==> src/common/tpd_pkg.sv <==
// package: constants and types of the three-phase pwm input decoder
package tpd_pkg;
  localparam int TPD_PHASES = 3;
  localparam int TPD_PIN_W = 2 * TPD_PHASES;
  // drive scheme codes
  localparam logic [1:0] TPD_MODE_SIX = 2'h0;
  localparam logic [1:0] TPD_MODE_THREE = 2'h1;
  localparam logic [1:0] TPD_MODE_ONE = 2'h2;
  localparam logic [1:0] TPD_MODE_INDEP = 2'h3;
  // register port
  localparam int TPD_ADDR_W = 4;
  localparam int TPD_DATA_W = 32;
  localparam logic [3:0] TPD_REG_CTRL = 4'h0;
  localparam logic [3:0] TPD_REG_STAT = 4'h4;
  // control fields
  localparam int TPD_CTRL_MODE_LSB = 0;
  localparam int TPD_CTRL_FW_BIT = 2;
  // status fields
  localparam int TPD_STAT_UP_LSB = 0;
  localparam int TPD_STAT_LO_LSB = 3;
  localparam int TPD_STAT_STEP_LSB = 6;
  localparam int TPD_STAT_DIR_BIT = 9;
  localparam int TPD_STAT_BRK_BIT = 10;
  localparam int TPD_STAT_ERR_BIT = 11;
  localparam int TPD_STAT_MODE_LSB = 12;
  // values after reset
  localparam logic [1:0] TPD_MODE_RST = 2'h0;
  localparam logic TPD_FW_RST = 1'b0;
  localparam logic [TPD_PIN_W-1:0] TPD_SYNC_RST = 6'h00;
  localparam logic [TPD_PHASES-1:0] TPD_GATE_RST = 3'h0;
  localparam logic [TPD_DATA_W-1:0] TPD_RDATA_RST = 32'h0000_0000;
  // commutation steps of single-pwm mode
  typedef enum logic [2:0] {
    TPD_STEP_STOP,
    TPD_STEP_ALIGN,
    TPD_STEP_B_C,
    TPD_STEP_A_C,
    TPD_STEP_A_B,
    TPD_STEP_C_B,
    TPD_STEP_C_A,
    TPD_STEP_B_A
  } tpd_step_t;
endpackage

==> src/common/tpd_cmd_if.sv <==
// interface: synchronised command inputs between synchroniser and decoder
`timescale 1ns/1ns
interface tpd_cmd_if;
  logic [2:0] high;
  logic [2:0] low;
  modport src (output high, output low);
  modport dst (input high, input low);
endinterface

==> src/rtl/tpd_sync.sv <==
// module: two-stage synchroniser for the six command pins
`timescale 1ns/1ns
module tpd_sync
  import tpd_pkg::*;
(
  input wire logic clk_i,
  input wire logic sys_rst_i,
  input wire logic [TPD_PHASES-1:0] high_cmd_in_i,
  input wire logic [TPD_PHASES-1:0] low_cmd_in_i,
  tpd_cmd_if.src cmd
);
  logic [TPD_PIN_W-1:0] raw;
  logic [TPD_PIN_W-1:0] meta_q;
  logic [TPD_PIN_W-1:0] stab_q;

  assign raw = {low_cmd_in_i, high_cmd_in_i};

  // first stage feeds only the second stage
  for (genvar g = 0; g < TPD_PIN_W; g++) begin : g_bit
    always_ff @(posedge clk_i) begin
      if (sys_rst_i) begin
        meta_q[g] <= TPD_SYNC_RST[g];
        stab_q[g] <= TPD_SYNC_RST[g];
      end else begin
        meta_q[g] <= raw[g];
        stab_q[g] <= meta_q[g];
      end
    end
  end

  assign cmd.high = stab_q[TPD_PHASES-1:0];
  assign cmd.low = stab_q[TPD_PIN_W-1:TPD_PHASES];
endmodule

==> src/rtl/tpd_decoder.sv <==
// module: pwm input decoder driving three half-bridge gate commands
//
// The plain strobed port and the register addresses were decided locally.
`timescale 1ns/1ns
module tpd_decoder
  import tpd_pkg::*;
(
  input wire logic clk_i,
  input wire logic sys_rst_i,
  input wire logic [TPD_PHASES-1:0] high_cmd_in_i,
  input wire logic [TPD_PHASES-1:0] low_cmd_in_i,
  input wire logic [TPD_ADDR_W-1:0] reg_addr_i,
  input wire logic [TPD_DATA_W-1:0] reg_wdata_i,
  input wire logic reg_wr_i,
  input wire logic reg_rd_i,
  output logic [TPD_DATA_W-1:0] reg_rdata_o,
  output logic [TPD_PHASES-1:0] upper_gate_out_o,
  output logic [TPD_PHASES-1:0] lower_gate_out_o
);

  // ----------------------------------------
  // decode helpers
  // ----------------------------------------
  function automatic tpd_step_t step_of(input logic [2:0] code,
                                        input logic dir);
    logic [2:0] c;
    c = dir ? ~code : code;
    step_of = TPD_STEP_STOP;
    if (code == 3'h7) begin
      step_of = TPD_STEP_ALIGN;
    end else if (code != 3'h0) begin
      case (c)
        3'h6: step_of = TPD_STEP_B_C;
        3'h4: step_of = TPD_STEP_A_C;
        3'h5: step_of = TPD_STEP_A_B;
        3'h1: step_of = TPD_STEP_C_B;
        3'h3: step_of = TPD_STEP_C_A;
        3'h2: step_of = TPD_STEP_B_A;
        default: step_of = TPD_STEP_STOP;
      endcase
    end
  endfunction

  // returns {upper, lower}, phase A in bit 0
  function automatic logic [5:0] one_pwm(input tpd_step_t st,
                                         input logic pwm,
                                         input logic fw);
    logic [2:0] up;
    logic [2:0] lo;
    int src;
    int snk;
    logic act;
    up = '0;
    lo = '0;
    src = 0;
    snk = 0;
    act = 1'b1;
    case (st)
      TPD_STEP_ALIGN: begin
        src = 0;
        snk = 1;
        lo[2] = 1'b1;
      end
      TPD_STEP_B_C: begin
        src = 1;
        snk = 2;
      end
      TPD_STEP_A_C: begin
        src = 0;
        snk = 2;
      end
      TPD_STEP_A_B: begin
        src = 0;
        snk = 1;
      end
      TPD_STEP_C_B: begin
        src = 2;
        snk = 1;
      end
      TPD_STEP_C_A: begin
        src = 2;
        snk = 0;
      end
      TPD_STEP_B_A: begin
        src = 1;
        snk = 0;
      end
      default: act = 1'b0;
    endcase
    if (act) begin
      up[src] = pwm;
      lo[src] = fw ? 1'b0 : ~pwm;
      lo[snk] = 1'b1;
    end
    one_pwm = {up, lo};
  endfunction

  // ----------------------------------------
  // input synchroniser
  // ----------------------------------------
  tpd_cmd_if cmd ();

  tpd_sync u_sync (
    .clk_i(clk_i),
    .sys_rst_i(sys_rst_i),
    .high_cmd_in_i(high_cmd_in_i),
    .low_cmd_in_i(low_cmd_in_i),
    .cmd(cmd)
  );

  logic [TPD_PHASES-1:0] hi_s;
  logic [TPD_PHASES-1:0] lo_s;
  assign hi_s = cmd.high;
  assign lo_s = cmd.low;

  // single-pwm roles of the pins
  logic pwm_source_in;
  logic [2:0] state_code;
  logic direction_in;
  logic brake_n_in;
  assign pwm_source_in = hi_s[0];
  assign state_code = {lo_s[0], hi_s[1], lo_s[1]};
  assign direction_in = hi_s[2];
  assign brake_n_in = lo_s[2];

  // ----------------------------------------
  // control and status registers
  // ----------------------------------------
  logic [1:0] mode_q;
  logic freewheel_sel_q;
  logic mode_err_q;
  logic [TPD_DATA_W-1:0] reg_rdata_q;
  logic wr_ctrl;
  logic wr_stat;
  logic [1:0] mode_wr;
  tpd_step_t step_w;
  tpd_step_t step_q;

  assign wr_ctrl = reg_wr_i && (reg_addr_i == TPD_REG_CTRL);
  assign wr_stat = reg_wr_i && (reg_addr_i == TPD_REG_STAT);
  assign mode_wr = reg_wdata_i[TPD_CTRL_MODE_LSB +: 2];

  always_ff @(posedge clk_i) begin
    if (sys_rst_i) begin
      mode_q <= TPD_MODE_RST;
      freewheel_sel_q <= TPD_FW_RST;
    end else if (wr_ctrl) begin
      mode_q <= mode_wr;
      freewheel_sel_q <= reg_wdata_i[TPD_CTRL_FW_BIT];
    end
  end

  // flag mode change with live inputs
  // set wins over a write-one clear in the same cycle
  always_ff @(posedge clk_i) begin
    if (sys_rst_i) begin
      mode_err_q <= 1'b0;
    end else if (wr_ctrl && (mode_wr != mode_q) && ((hi_s | lo_s) != '0)) begin
      mode_err_q <= 1'b1;
    end else if (wr_stat && reg_wdata_i[TPD_STAT_ERR_BIT]) begin
      mode_err_q <= 1'b0;
    end
  end

  // read data valid only in the cycle after the strobe
  always_ff @(posedge clk_i) begin
    if (sys_rst_i) begin
      reg_rdata_q <= TPD_RDATA_RST;
    end else begin
      reg_rdata_q <= TPD_RDATA_RST;
      if (reg_rd_i) begin
        case (reg_addr_i)
          TPD_REG_CTRL: begin
            reg_rdata_q[TPD_CTRL_MODE_LSB +: 2] <= mode_q;
            reg_rdata_q[TPD_CTRL_FW_BIT] <= freewheel_sel_q;
          end
          TPD_REG_STAT: begin
            reg_rdata_q[TPD_STAT_UP_LSB +: 3] <= upper_gate_out_o;
            reg_rdata_q[TPD_STAT_LO_LSB +: 3] <= lower_gate_out_o;
            reg_rdata_q[TPD_STAT_STEP_LSB +: 3] <= step_q;
            reg_rdata_q[TPD_STAT_DIR_BIT] <= direction_in;
            reg_rdata_q[TPD_STAT_BRK_BIT] <= ~brake_n_in;
            reg_rdata_q[TPD_STAT_ERR_BIT] <= mode_err_q;
            reg_rdata_q[TPD_STAT_MODE_LSB +: 2] <= mode_q;
          end
          default: reg_rdata_q <= TPD_RDATA_RST;
        endcase
      end
    end
  end
  assign reg_rdata_o = reg_rdata_q;

  // ----------------------------------------
  // per-phase decoders
  // ----------------------------------------
  logic [TPD_PHASES-1:0] six_up;
  logic [TPD_PHASES-1:0] six_lo;
  logic [TPD_PHASES-1:0] thr_up;
  logic [TPD_PHASES-1:0] thr_lo;

  for (genvar p = 0; p < TPD_PHASES; p++) begin : g_phase
    assign six_up[p] = hi_s[p] & ~lo_s[p];
    assign six_lo[p] = lo_s[p] & ~hi_s[p];
    assign thr_up[p] = lo_s[p] & hi_s[p];
    assign thr_lo[p] = lo_s[p] & ~hi_s[p];
  end

  // ----------------------------------------
  // mode select and gate registers
  // ----------------------------------------
  logic [TPD_PHASES-1:0] upper_d;
  logic [TPD_PHASES-1:0] lower_d;
  logic [TPD_PHASES-1:0] upper_q;
  logic [TPD_PHASES-1:0] lower_q;

  assign step_w = step_of(state_code, direction_in);

  always_comb begin
    upper_d = TPD_GATE_RST;
    lower_d = TPD_GATE_RST;
    case (mode_q)
      TPD_MODE_SIX: begin
        upper_d = six_up;
        lower_d = six_lo;
      end
      TPD_MODE_THREE: begin
        upper_d = thr_up;
        lower_d = thr_lo;
      end
      TPD_MODE_ONE: begin
        if (!brake_n_in) begin
          upper_d = '0;
          lower_d = '1;
        end else begin
          {upper_d, lower_d} = one_pwm(step_w, pwm_source_in, freewheel_sel_q);
        end
      end
      TPD_MODE_INDEP: begin
        upper_d = hi_s;
        lower_d = lo_s;
      end
      default: begin
        upper_d = TPD_GATE_RST;
        lower_d = TPD_GATE_RST;
      end
    endcase
  end

  // gates off while reset is held
  always_ff @(posedge clk_i) begin
    if (sys_rst_i) begin
      upper_q <= TPD_GATE_RST;
      lower_q <= TPD_GATE_RST;
      step_q <= TPD_STEP_STOP;
    end else begin
      upper_q <= upper_d;
      lower_q <= lower_d;
      step_q <= step_w;
    end
  end
  assign upper_gate_out_o = upper_q;
  assign lower_gate_out_o = lower_q;

  logic one_ok;
  assign one_ok = (mode_q == TPD_MODE_ONE) && brake_n_in;
endmodule

==> config.mk <==
export PLATFORM = sky130hd
export DESIGN_NAME = tpd_decoder
export DESIGN_NICKNAME = d
export VERILOG_FILES = /design/src/common/tpd_pkg.sv /design/src/common/tpd_cmd_if.sv /design/src/rtl/tpd_sync.sv /design/src/rtl/tpd_decoder.sv
export SDC_FILE = /design/constraint.sdc
export NUM_CORES = 1
export LEC_CHECK = 0
export BUFFER_PORTS_ARGS = -buffer_cell sky130_fd_sc_hd__buf_2
export CORE_MARGIN = 5
export CORE_UTILIZATION = 40
export CTS_CLUSTER_SIZE = 30
export DETAILED_ROUTE_END_ITERATION = 10
export MAX_ROUTING_LAYER = met4
export PLACE_DENSITY = 0.74
export SYNTH_ARGS = -nofsm -noshare
export SYNTH_HDL_FRONTEND = slang
export SYNTH_SLANG_ARGS = --single-unit
==> constraint.sdc <==
create_clock -name clk_i -period 1.4 [get_ports clk_i]
set_input_delay 0.42 -clock clk_i [delete_from_list [all_inputs] [get_ports clk_i]]
set_output_delay 0.42 -clock clk_i [all_outputs]
set_load 0.01 [all_outputs]
==> run_results.csv, run 1 <==
group,metric,value,unit
logic_synthesis,sequential_to_total_area_share_from_yosys_stat,47.1,%
critical_path,cp_max_fo,7,
critical_path,worst_ep_arrival_time,1560,ps
finish,layout.cells.most_common_list,"37 x sky130_fd_sc_hd__buf_2, 34 x sky130_fd_sc_hd__dfxtp_1, 18 x sky130_fd_sc_hd__conb_1",
logic_synthesis,synth_area,0.00166,sq mm
hold_path,holdCritPathClass,"in -> reg",
critical_path,critical_path.endpoint_type,"flop",
clocking,insertion_delay,280,ps
detailed_routing,drt_iter0_markers,109,
finish,fin_nets,277,
detailed_routing,drt_drc_violations_left,0,
floorplanning,num_io_pins,84,
detailed_routing,post_drt_wl_per_cell,12.0,um
clocking,root_buffer,"sky130_fd_sc_hd__clkbuf_8",
floorplanning,die_w,74.4,um
critical_path,cp.required,1560,ps
critical_path,timing.critical_path.slowest_stage_cell,"sky130_fd_sc_hd__dfxtp_4",
sta,maxClockFrequency,713,MHz
clocking,cts.path.max_buffers,2,
placement,detailed_place_hpwl,2.46,mm
placement,place_congestion,0.822,
finish,n_antenna_cell,0,
clocking,tritoncts,"done",
grt,global_router_s_overall_resource_usage,12.3,%
critical_path,worst_path_largest_cell_delay,370,ps
run_status,status,"complete, but fails checks",
critical_path,setup.worst_path.start_class,"flop",
detailed_routing,route.final.wire_length,3.37,mm
floorplanning,floorplan.rows,23,
pwr,p_leak,0.896,nW
finish,layout.filler_cells,385,
detailed_routing,drt_pre_antenna_iters,5,
sta,report.final.setup_viol,1,
clocking,cts_hold_buffers,0,
placement,dp_worst_setup_slack,-163,ps
sta,clock-skew-final,5.01,ps
run_status,failed_checks,"negative setup slack",
placement,total_instance_count_after_detailed_placement,272,
logic_synthesis,ys_seq_elements,39,
clocking,cts.sink_count,39,
finish,layout-area-overhead-vs-synth,22.2,%
grt,largest_net_degree_at_the_start_of_global_routing,26,
sta,finalSetupTns,-1.91,ps
grt,number_of_antenna_violations_at_the_first_check_in_global_routing,0,
placement,io_buffers,37,
floorplanning,die_h,74.4,um
pwr,ratio_of_total_power_to_cell_area,1020,mW/mm^2
finish,layout.cells.most_common,"sky130_fd_sc_hd__buf_2",
sta,report.final.slew_viol_count,0,
flow_run,cap_violations,0,
finish,multi_input_comb_area,771,sq um
logic_synthesis,postSynthCellCount,180,
floorplanning,die_area,0.00554,sq mm
logic_synthesis,average_footprint_of_a_synthesized_cell,9.22,sq um
finish,area.sequential,790,sq um
grt,first_global_vias,1226,
finish,post_route_cells_drive_above_1_share,31.0,%
clocking,cts.reportedPaths.clkPinSlew,70,ps
logic_synthesis,synthDistinctLibCells,37,
sta,finalHoldViolations,0,
detailed_routing,route.vias.total,1345,
critical_path,timing.setup.critical_path_class,"reg -> reg",
critical_path,ordered_list_of_cells_on_the_worst_path,"buf_4, nor2b_1, a21oi_1, o21ai_0, a221oi_1",
logic_synthesis,ys_warn_count,0,
pwr,vdd_ir_drop_max,0.492,mV
detailed_routing,route.detailed.vias_per_inst,4.77,
floorplanning,initial_standard_cell_utilization_of_the_core,41.5,%
sta,post_route_minimum_period,1400,ps
detailed_routing,postRouteAntennaNets,0,
floorplanning,core_region_area,0.00400,sq mm
sta,finalCritPeriodShare,100,%
grt,globalRouteOverflowTotal,0,
sta,layout_setup_ws,-1.91,ps
finish,stdcell_count,282,
grt,grt_pass1_wl,5.09,mm
clocking,cts_made_buffers,5,
clocking,h_tree_levels,2,
-- layout make-up --
| cell class | instances | area share, % |
|---|---|---|
| flip-flops and latches | 39 | 38.9 |
| clock inverters | 2 | 0.617 |
| multi-input cells | 129 | 38.0 |
| clock buffers | 6 | 3.58 |
| well taps | 50 | 3.08 |
| repair buffers | 54 | 15.4 |
| inverters | 2 | 0.370 |
-- sequential cells by signal (all words and copies together), names as in the netlist --
signal	flops
u_sync.cmd.low	3
lower_gate_out_o	3
reg_rdata_o	14
u_sync.meta_q	6
step_q	3
upper_gate_out_o	3
mode_err_q	1
mode_q	2
u_sync.cmd.high	3
freewheel_sel_q	1
-- per-stage QoR --
step	utilization (%)	hold WS (ps)	area [sq um]	power [mW]
floorplan	-	406	1720	1.33
global placement	47.4	410	1900	1.36
detailed placement	47.4	416	1900	1.36
CTS	49.8	340	1990	2.07
global route	50.7	339	2030	2.15
finish	50.7	342	2030	2.06
-- final timing paths --
path                           from             endpoint  slack [ps]  cells after the start
setup / recovery  u_sync.cmd.low[0]  lower_gate_out_o[0]          -2                      5
hold / removal     high_cmd_in_i[1]     u_sync.meta_q[1]         340                      2
setup reg to reg  u_sync.cmd.low[0]  lower_gate_out_o[0]          -2                      5
hold reg to reg           step_q[0]       reg_rdata_o[6]         430                      1
-- cell usage after synthesis --
cell                              n  area share [%]
sky130_fd_sc_hd__o311ai_0         1            0.53
sky130_fd_sc_hd__a2111oi_0        1            0.53
sky130_fd_sc_hd__clkbuf_1         1            0.23
sky130_fd_sc_hd__nor2_4           1            0.68
sky130_fd_sc_hd__a21oi_1          9             2.7
sky130_fd_sc_hd__nand4b_1         1            0.53
sky130_fd_sc_hd__a221oi_1         2             1.1
sky130_fd_sc_hd__nor2b_1         17             6.4
sky130_fd_sc_hd__o22ai_1          1            0.38
sky130_fd_sc_hd__nor3_1           8             2.4
sky130_fd_sc_hd__nand2b_1         6             2.3
sky130_fd_sc_hd__dfxtp_1         39              47
sky130_fd_sc_hd__o21ai_0         11             3.3
sky130_fd_sc_hd__nand2_1         10             2.3
sky130_fd_sc_hd__a41oi_1          1            0.53
sky130_fd_sc_hd__buf_4           18             8.1
sky130_fd_sc_hd__mux2i_1          3             1.8
sky130_fd_sc_hd__o2bb2ai_1        1            0.53
sky130_fd_sc_hd__a21o_1           1            0.45
sky130_fd_sc_hd__nor3b_1          2            0.90
sky130_fd_sc_hd__or4_1            1            0.45
sky130_fd_sc_hd__inv_1            2            0.45
sky130_fd_sc_hd__buf_2            7             2.1
sky130_fd_sc_hd__and3_1           2            0.75
sky130_fd_sc_hd__nor4_1           1            0.38
sky130_fd_sc_hd__nor2_1           9             2.0
sky130_fd_sc_hd__and2_1           9             3.4
sky130_fd_sc_hd__conb_1           1            0.23
sky130_fd_sc_hd__dlymetal6s4s_1   1            0.75
sky130_fd_sc_hd__xnor2_1          4             2.1
sky130_fd_sc_hd__a311oi_1         3             1.6
sky130_fd_sc_hd__o311ai_1         1            0.53
sky130_fd_sc_hd__nand3_1          1            0.30
sky130_fd_sc_hd__or3_1            1            0.38
sky130_fd_sc_hd__o31a_1           1            0.53
sky130_fd_sc_hd__a211oi_1         1            0.45
sky130_fd_sc_hd__or4b_4           1            0.83
-- critical path, delay by kind of cell (launching register included) --
kind / cells / cell delay [ps]
buffers and inverters: 1 / 150
AND/OR/NAND/NOR: 1 / 130
flip-flops: 1 / 370
AO/OA/AOI/OAI: 3 / 630
-- metal layers --
| layer | track usage, % | up-vias | part of all wire (%) |
|---|---|---|---|
| met5 | - | - | 0 |
| met4 | 6.13 | 0 | 1.3 |
| met3 | 4.19 | 8 | 10 |
| met2 | 18.9 | 59 | 47 |
| met1 | 14.4 | 599 | 41 |
| li1 | - | 679 | - |
-- kinds of logic after synthesis --
kind of cell	count (synthesis)	synth area share, %
DFF	39	47.1
xor gates and xnor gates	4	2.11
muxes	3	1.81
other	1	0.226
buffers and inverters	29	11.7
AOI/OAI and AO/OA	34	13.1
and+or+nand+nor	70	24.0
-- where the power goes --
part,leakage (nW),internal (mW),switching (mW)
registers,0.320,1.14,0.0177
logic,0.534,0.0885,0.106
clock network,0.0412,0.348,0.366
-- timing repair --
action / in CTS / in global routing
setup endpoints to repair: 1 / 7
pin swaps: 0 / 1
buffers inserted: 0 / 2
resized for setup: 2 / 10
Power figures use the tool's default switching activity.
==> run 2, diff against run 1 <==
--- a/config.mk
+++ b/config.mk
@@ -7,11 +7,11 @@
 export LEC_CHECK = 0
 export BUFFER_PORTS_ARGS = -buffer_cell sky130_fd_sc_hd__buf_2
 export CORE_MARGIN = 5
-export CORE_UTILIZATION = 40
+export CORE_UTILIZATION = 45
 export CTS_CLUSTER_SIZE = 30
 export DETAILED_ROUTE_END_ITERATION = 10
 export MAX_ROUTING_LAYER = met4
-export PLACE_DENSITY = 0.74
+export PLACE_DENSITY = 0.79
 export SYNTH_ARGS = -nofsm -noshare
 export SYNTH_HDL_FRONTEND = slang
 export SYNTH_SLANG_ARGS = --single-unit
==> constraint.sdc (replaced) <==
create_clock -name clk_i -period 1.3 [get_ports clk_i]
set_input_delay 0.39 -clock clk_i [delete_from_list [all_inputs] [get_ports clk_i]]
set_output_delay 0.39 -clock clk_i [all_outputs]
set_load 0.01 [all_outputs]
==> run_results.csv, run 2 (synthesized netlist as in run 1, its figures left out) <==
group,metric,value,unit
run_status,status,"complete, but fails checks",
run_status,failed_checks,"negative setup slack",
sta,report.final.slew_viol_count,0,
floorplanning,num_io_pins,84,
critical_path,cp_max_fo,4,
critical_path,worstReg2RegEnd,"mode_err_q",
clocking,insertion_delay,290,ps
finish,fin_area,0.00214,sq mm
grt,largest_net_degree_at_the_start_of_global_routing,26,
sta,clock-skew-final,3.31,ps
sta,whs,307,ps
hold_path,worst_hold_startpoint,"low_cmd_in_i[1]",
pwr,vdd_ir_drop_max,0.785,mV
finish,multi_input_comb_area,798,sq um
detailed_routing,drt_drc_violations_left,0,
finish,layout.cells.most_common,"sky130_fd_sc_hd__buf_2",
critical_path,cp.required,1470,ps
critical_path,number_of_cells_traversed_by_the_worst_register_to_register_path,3,
detailed_routing,drt_pre_antenna_iters,4,
clocking,cts_hold_buffers,0,
critical_path,setup.worst_path.start_class,"flop",
pwr,p_leak,0.952,nW
finish,layout.filler_cells,314,
grt,first_global_vias,1272,
sta,layout_setup_ws,-15.6,ps
sta,post_route_minimum_period,1320,ps
detailed_routing,route.vias.total,1383,
floorplanning,initial_standard_cell_utilization_of_the_core,46.0,%
clocking,root_buffer,"sky130_fd_sc_hd__clkbuf_8",
sta,maxClockFrequency,760,MHz
floorplanning,die_h,70.7,um
clocking,post_cts_buffers,0,
clocking,cts_made_buffers,5,
clocking,cts.reportedPaths.clkPinSlew,70,ps
detailed_routing,postRouteAntennaNets,0,
hold_path,hold_path_end,"u_sync.meta_q[4]",
finish,layout.cells.most_common_list,"37 x sky130_fd_sc_hd__buf_2, 32 x sky130_fd_sc_hd__dfxtp_1, 23 x sky130_fd_sc_hd__buf_4",
sta,grt_setup_unrepaired,"true",
clocking,cts.path.max_buffers,2,
critical_path,critical_path.endpoint_type,"flop",
grt,global_router_s_overall_resource_usage,13.5,%
finish,largest_register_ffs,14,
detailed_routing,post_drt_wl_per_cell,11.4,um
critical_path,timing.setup.critical_path_class,"reg -> reg",
detailed_routing,route.final.wire_length,3.27,mm
critical_path,ordered_list_of_cells_on_the_worst_path,"or4_4, o311ai_4, a21oi_2",
finish,n_antenna_cell,0,
sta,report.final.setup_viol,1,
placement,detailed_place_hpwl,2.45,mm
finish,post_route_cells_drive_above_1_share,36.0,%
placement,place_congestion,0.835,
floorplanning,floorplan.rows,22,
critical_path,worst_r2r_startpoint,"u_sync.cmd.high[1]",
sta,finalHoldViolations,0,
critical_path,timing.critical_path.slowest_stage_cell,"sky130_fd_sc_hd__or4_4",
placement,post_dp_area,0.00196,sq mm
hold_path,worst_hold_path.num_cells,2,
detailed_routing,route.detailed.vias_per_inst,4.82,
finish,layout-area-overhead-vs-synth,28.8,%
floorplanning,core_region_area,0.00361,sq mm
hold_path,holdCritPathClass,"in -> reg",
finish,finalCoreUtilization,59.3,%
finish,area.sequential,790,sq um
clocking,h_tree_levels,2,
floorplanning,die_w,70.7,um
sta,finalCritPeriodShare,101,%
critical_path,worst_path_largest_cell_delay,550,ps
critical_path,worst_ep_arrival_time,1490,ps
flow_run,cap_violations,0,
finish,fin_nets,284,
detailed_routing,drt_iter0_markers,78,
grt,grt_pass1_wl,5.33,mm
pwr,ratio_of_total_power_to_cell_area,1140,mW/mm^2
clocking,tritoncts,"done",
grt,globalRouteOverflowTotal,0,
floorplanning,die_area,0.00500,sq mm
clocking,cts.sink_count,39,
placement,io_buffers,37,
grt,number_of_antenna_violations_at_the_first_check_in_global_routing,0,
critical_path,worst-r2r-setup-slack,-20,ps
run 2: cell count changes in the layout (fill, tap and decap cells not counted), sizes merged:
| cell | previous run | this run |
|---|---|---|
| buf | 54 | 61 |
| bufinv | 0 | 1 |
| clkbuf | 6 | 5 |
| clkinv | 1 | 2 |
| clkinvlp | 1 | 0 |
run 2: area by class of cell:
type | count | share of cell area, %
multi-input combinational | 129 | 37.4
sequential | 39 | 36.9
timing repair buffer | 61 | 17.3
clock buffer | 5 | 3.22
tap | 48 | 2.81
clock inverter | 3 | 2.05
inverter | 2 | 0.351
run 2: through the flow:
step           total power, mW  TNS (ps)  setup WS, ps  cells
6_report                  2.44     -15.6         -15.6    287
5_1_grt                   2.56     -45.0         -40.6    287
4_1_cts                   2.46     -23.1         -23.1    287
3_5_place_dp              1.48     -1910          -259    279
3_3_place_gp              1.47     -1500          -226    279
2_1_floorplan             1.43     -50.0         -50.0    197
run 2: worst max-delay path: cells and delay by family, from the launching register on:
family / cells / cell delay [ps]
AND/OR/NAND/NOR: 1 / 550
flip-flops: 1 / 330
AO/OA/AOI/OAI: 2 / 310
run 2: worst max-delay path by stage:
stage	from	endpoint	slack (ps)	depth (start not counted)
after floorplan	reg_addr_i[1]	mode_err_q	-50	4
after global placement	reg_addr_i[1]	mode_err_q	-230	5
after detailed placement	reg_addr_i[1]	mode_err_q	-260	5
after CTS	u_sync.cmd.high[0]	mode_err_q	-20	3
after global routing	u_sync.cmd.high[1]	mode_err_q	-40	3
final	u_sync.cmd.high[1]	mode_err_q	-20	3
run 2: where the power goes:
| part | leakage [nW] | total, mW | switching, mW | internal (mW) |
|---|---|---|---|---|
| registers | 0.321 | 1.25 | 0.0187 | 1.23 |
| logic | 0.573 | 0.223 | 0.119 | 0.105 |
| clock network | 0.0581 | 0.976 | 0.405 | 0.571 |
| total | 0.952 | 2.44 | 0.542 | 1.90 |
run 2: per-layer routing:
metal / vias to the layer above / GRT usage (%) / share of wire (%)
met1: 627 / 15.2 / 40
met3: 4 / 4.12 / 9.6
met5: - / - / 0
met4: 0 / 6.05 / 0.37
met2: 60 / 21.9 / 50
li1: 692 / - / -
run 2: timing repair:
item | CTS | global route
setup endpoints to repair | 2 | 9
pin swaps | 3 | 4
resized for setup | 8 | 12
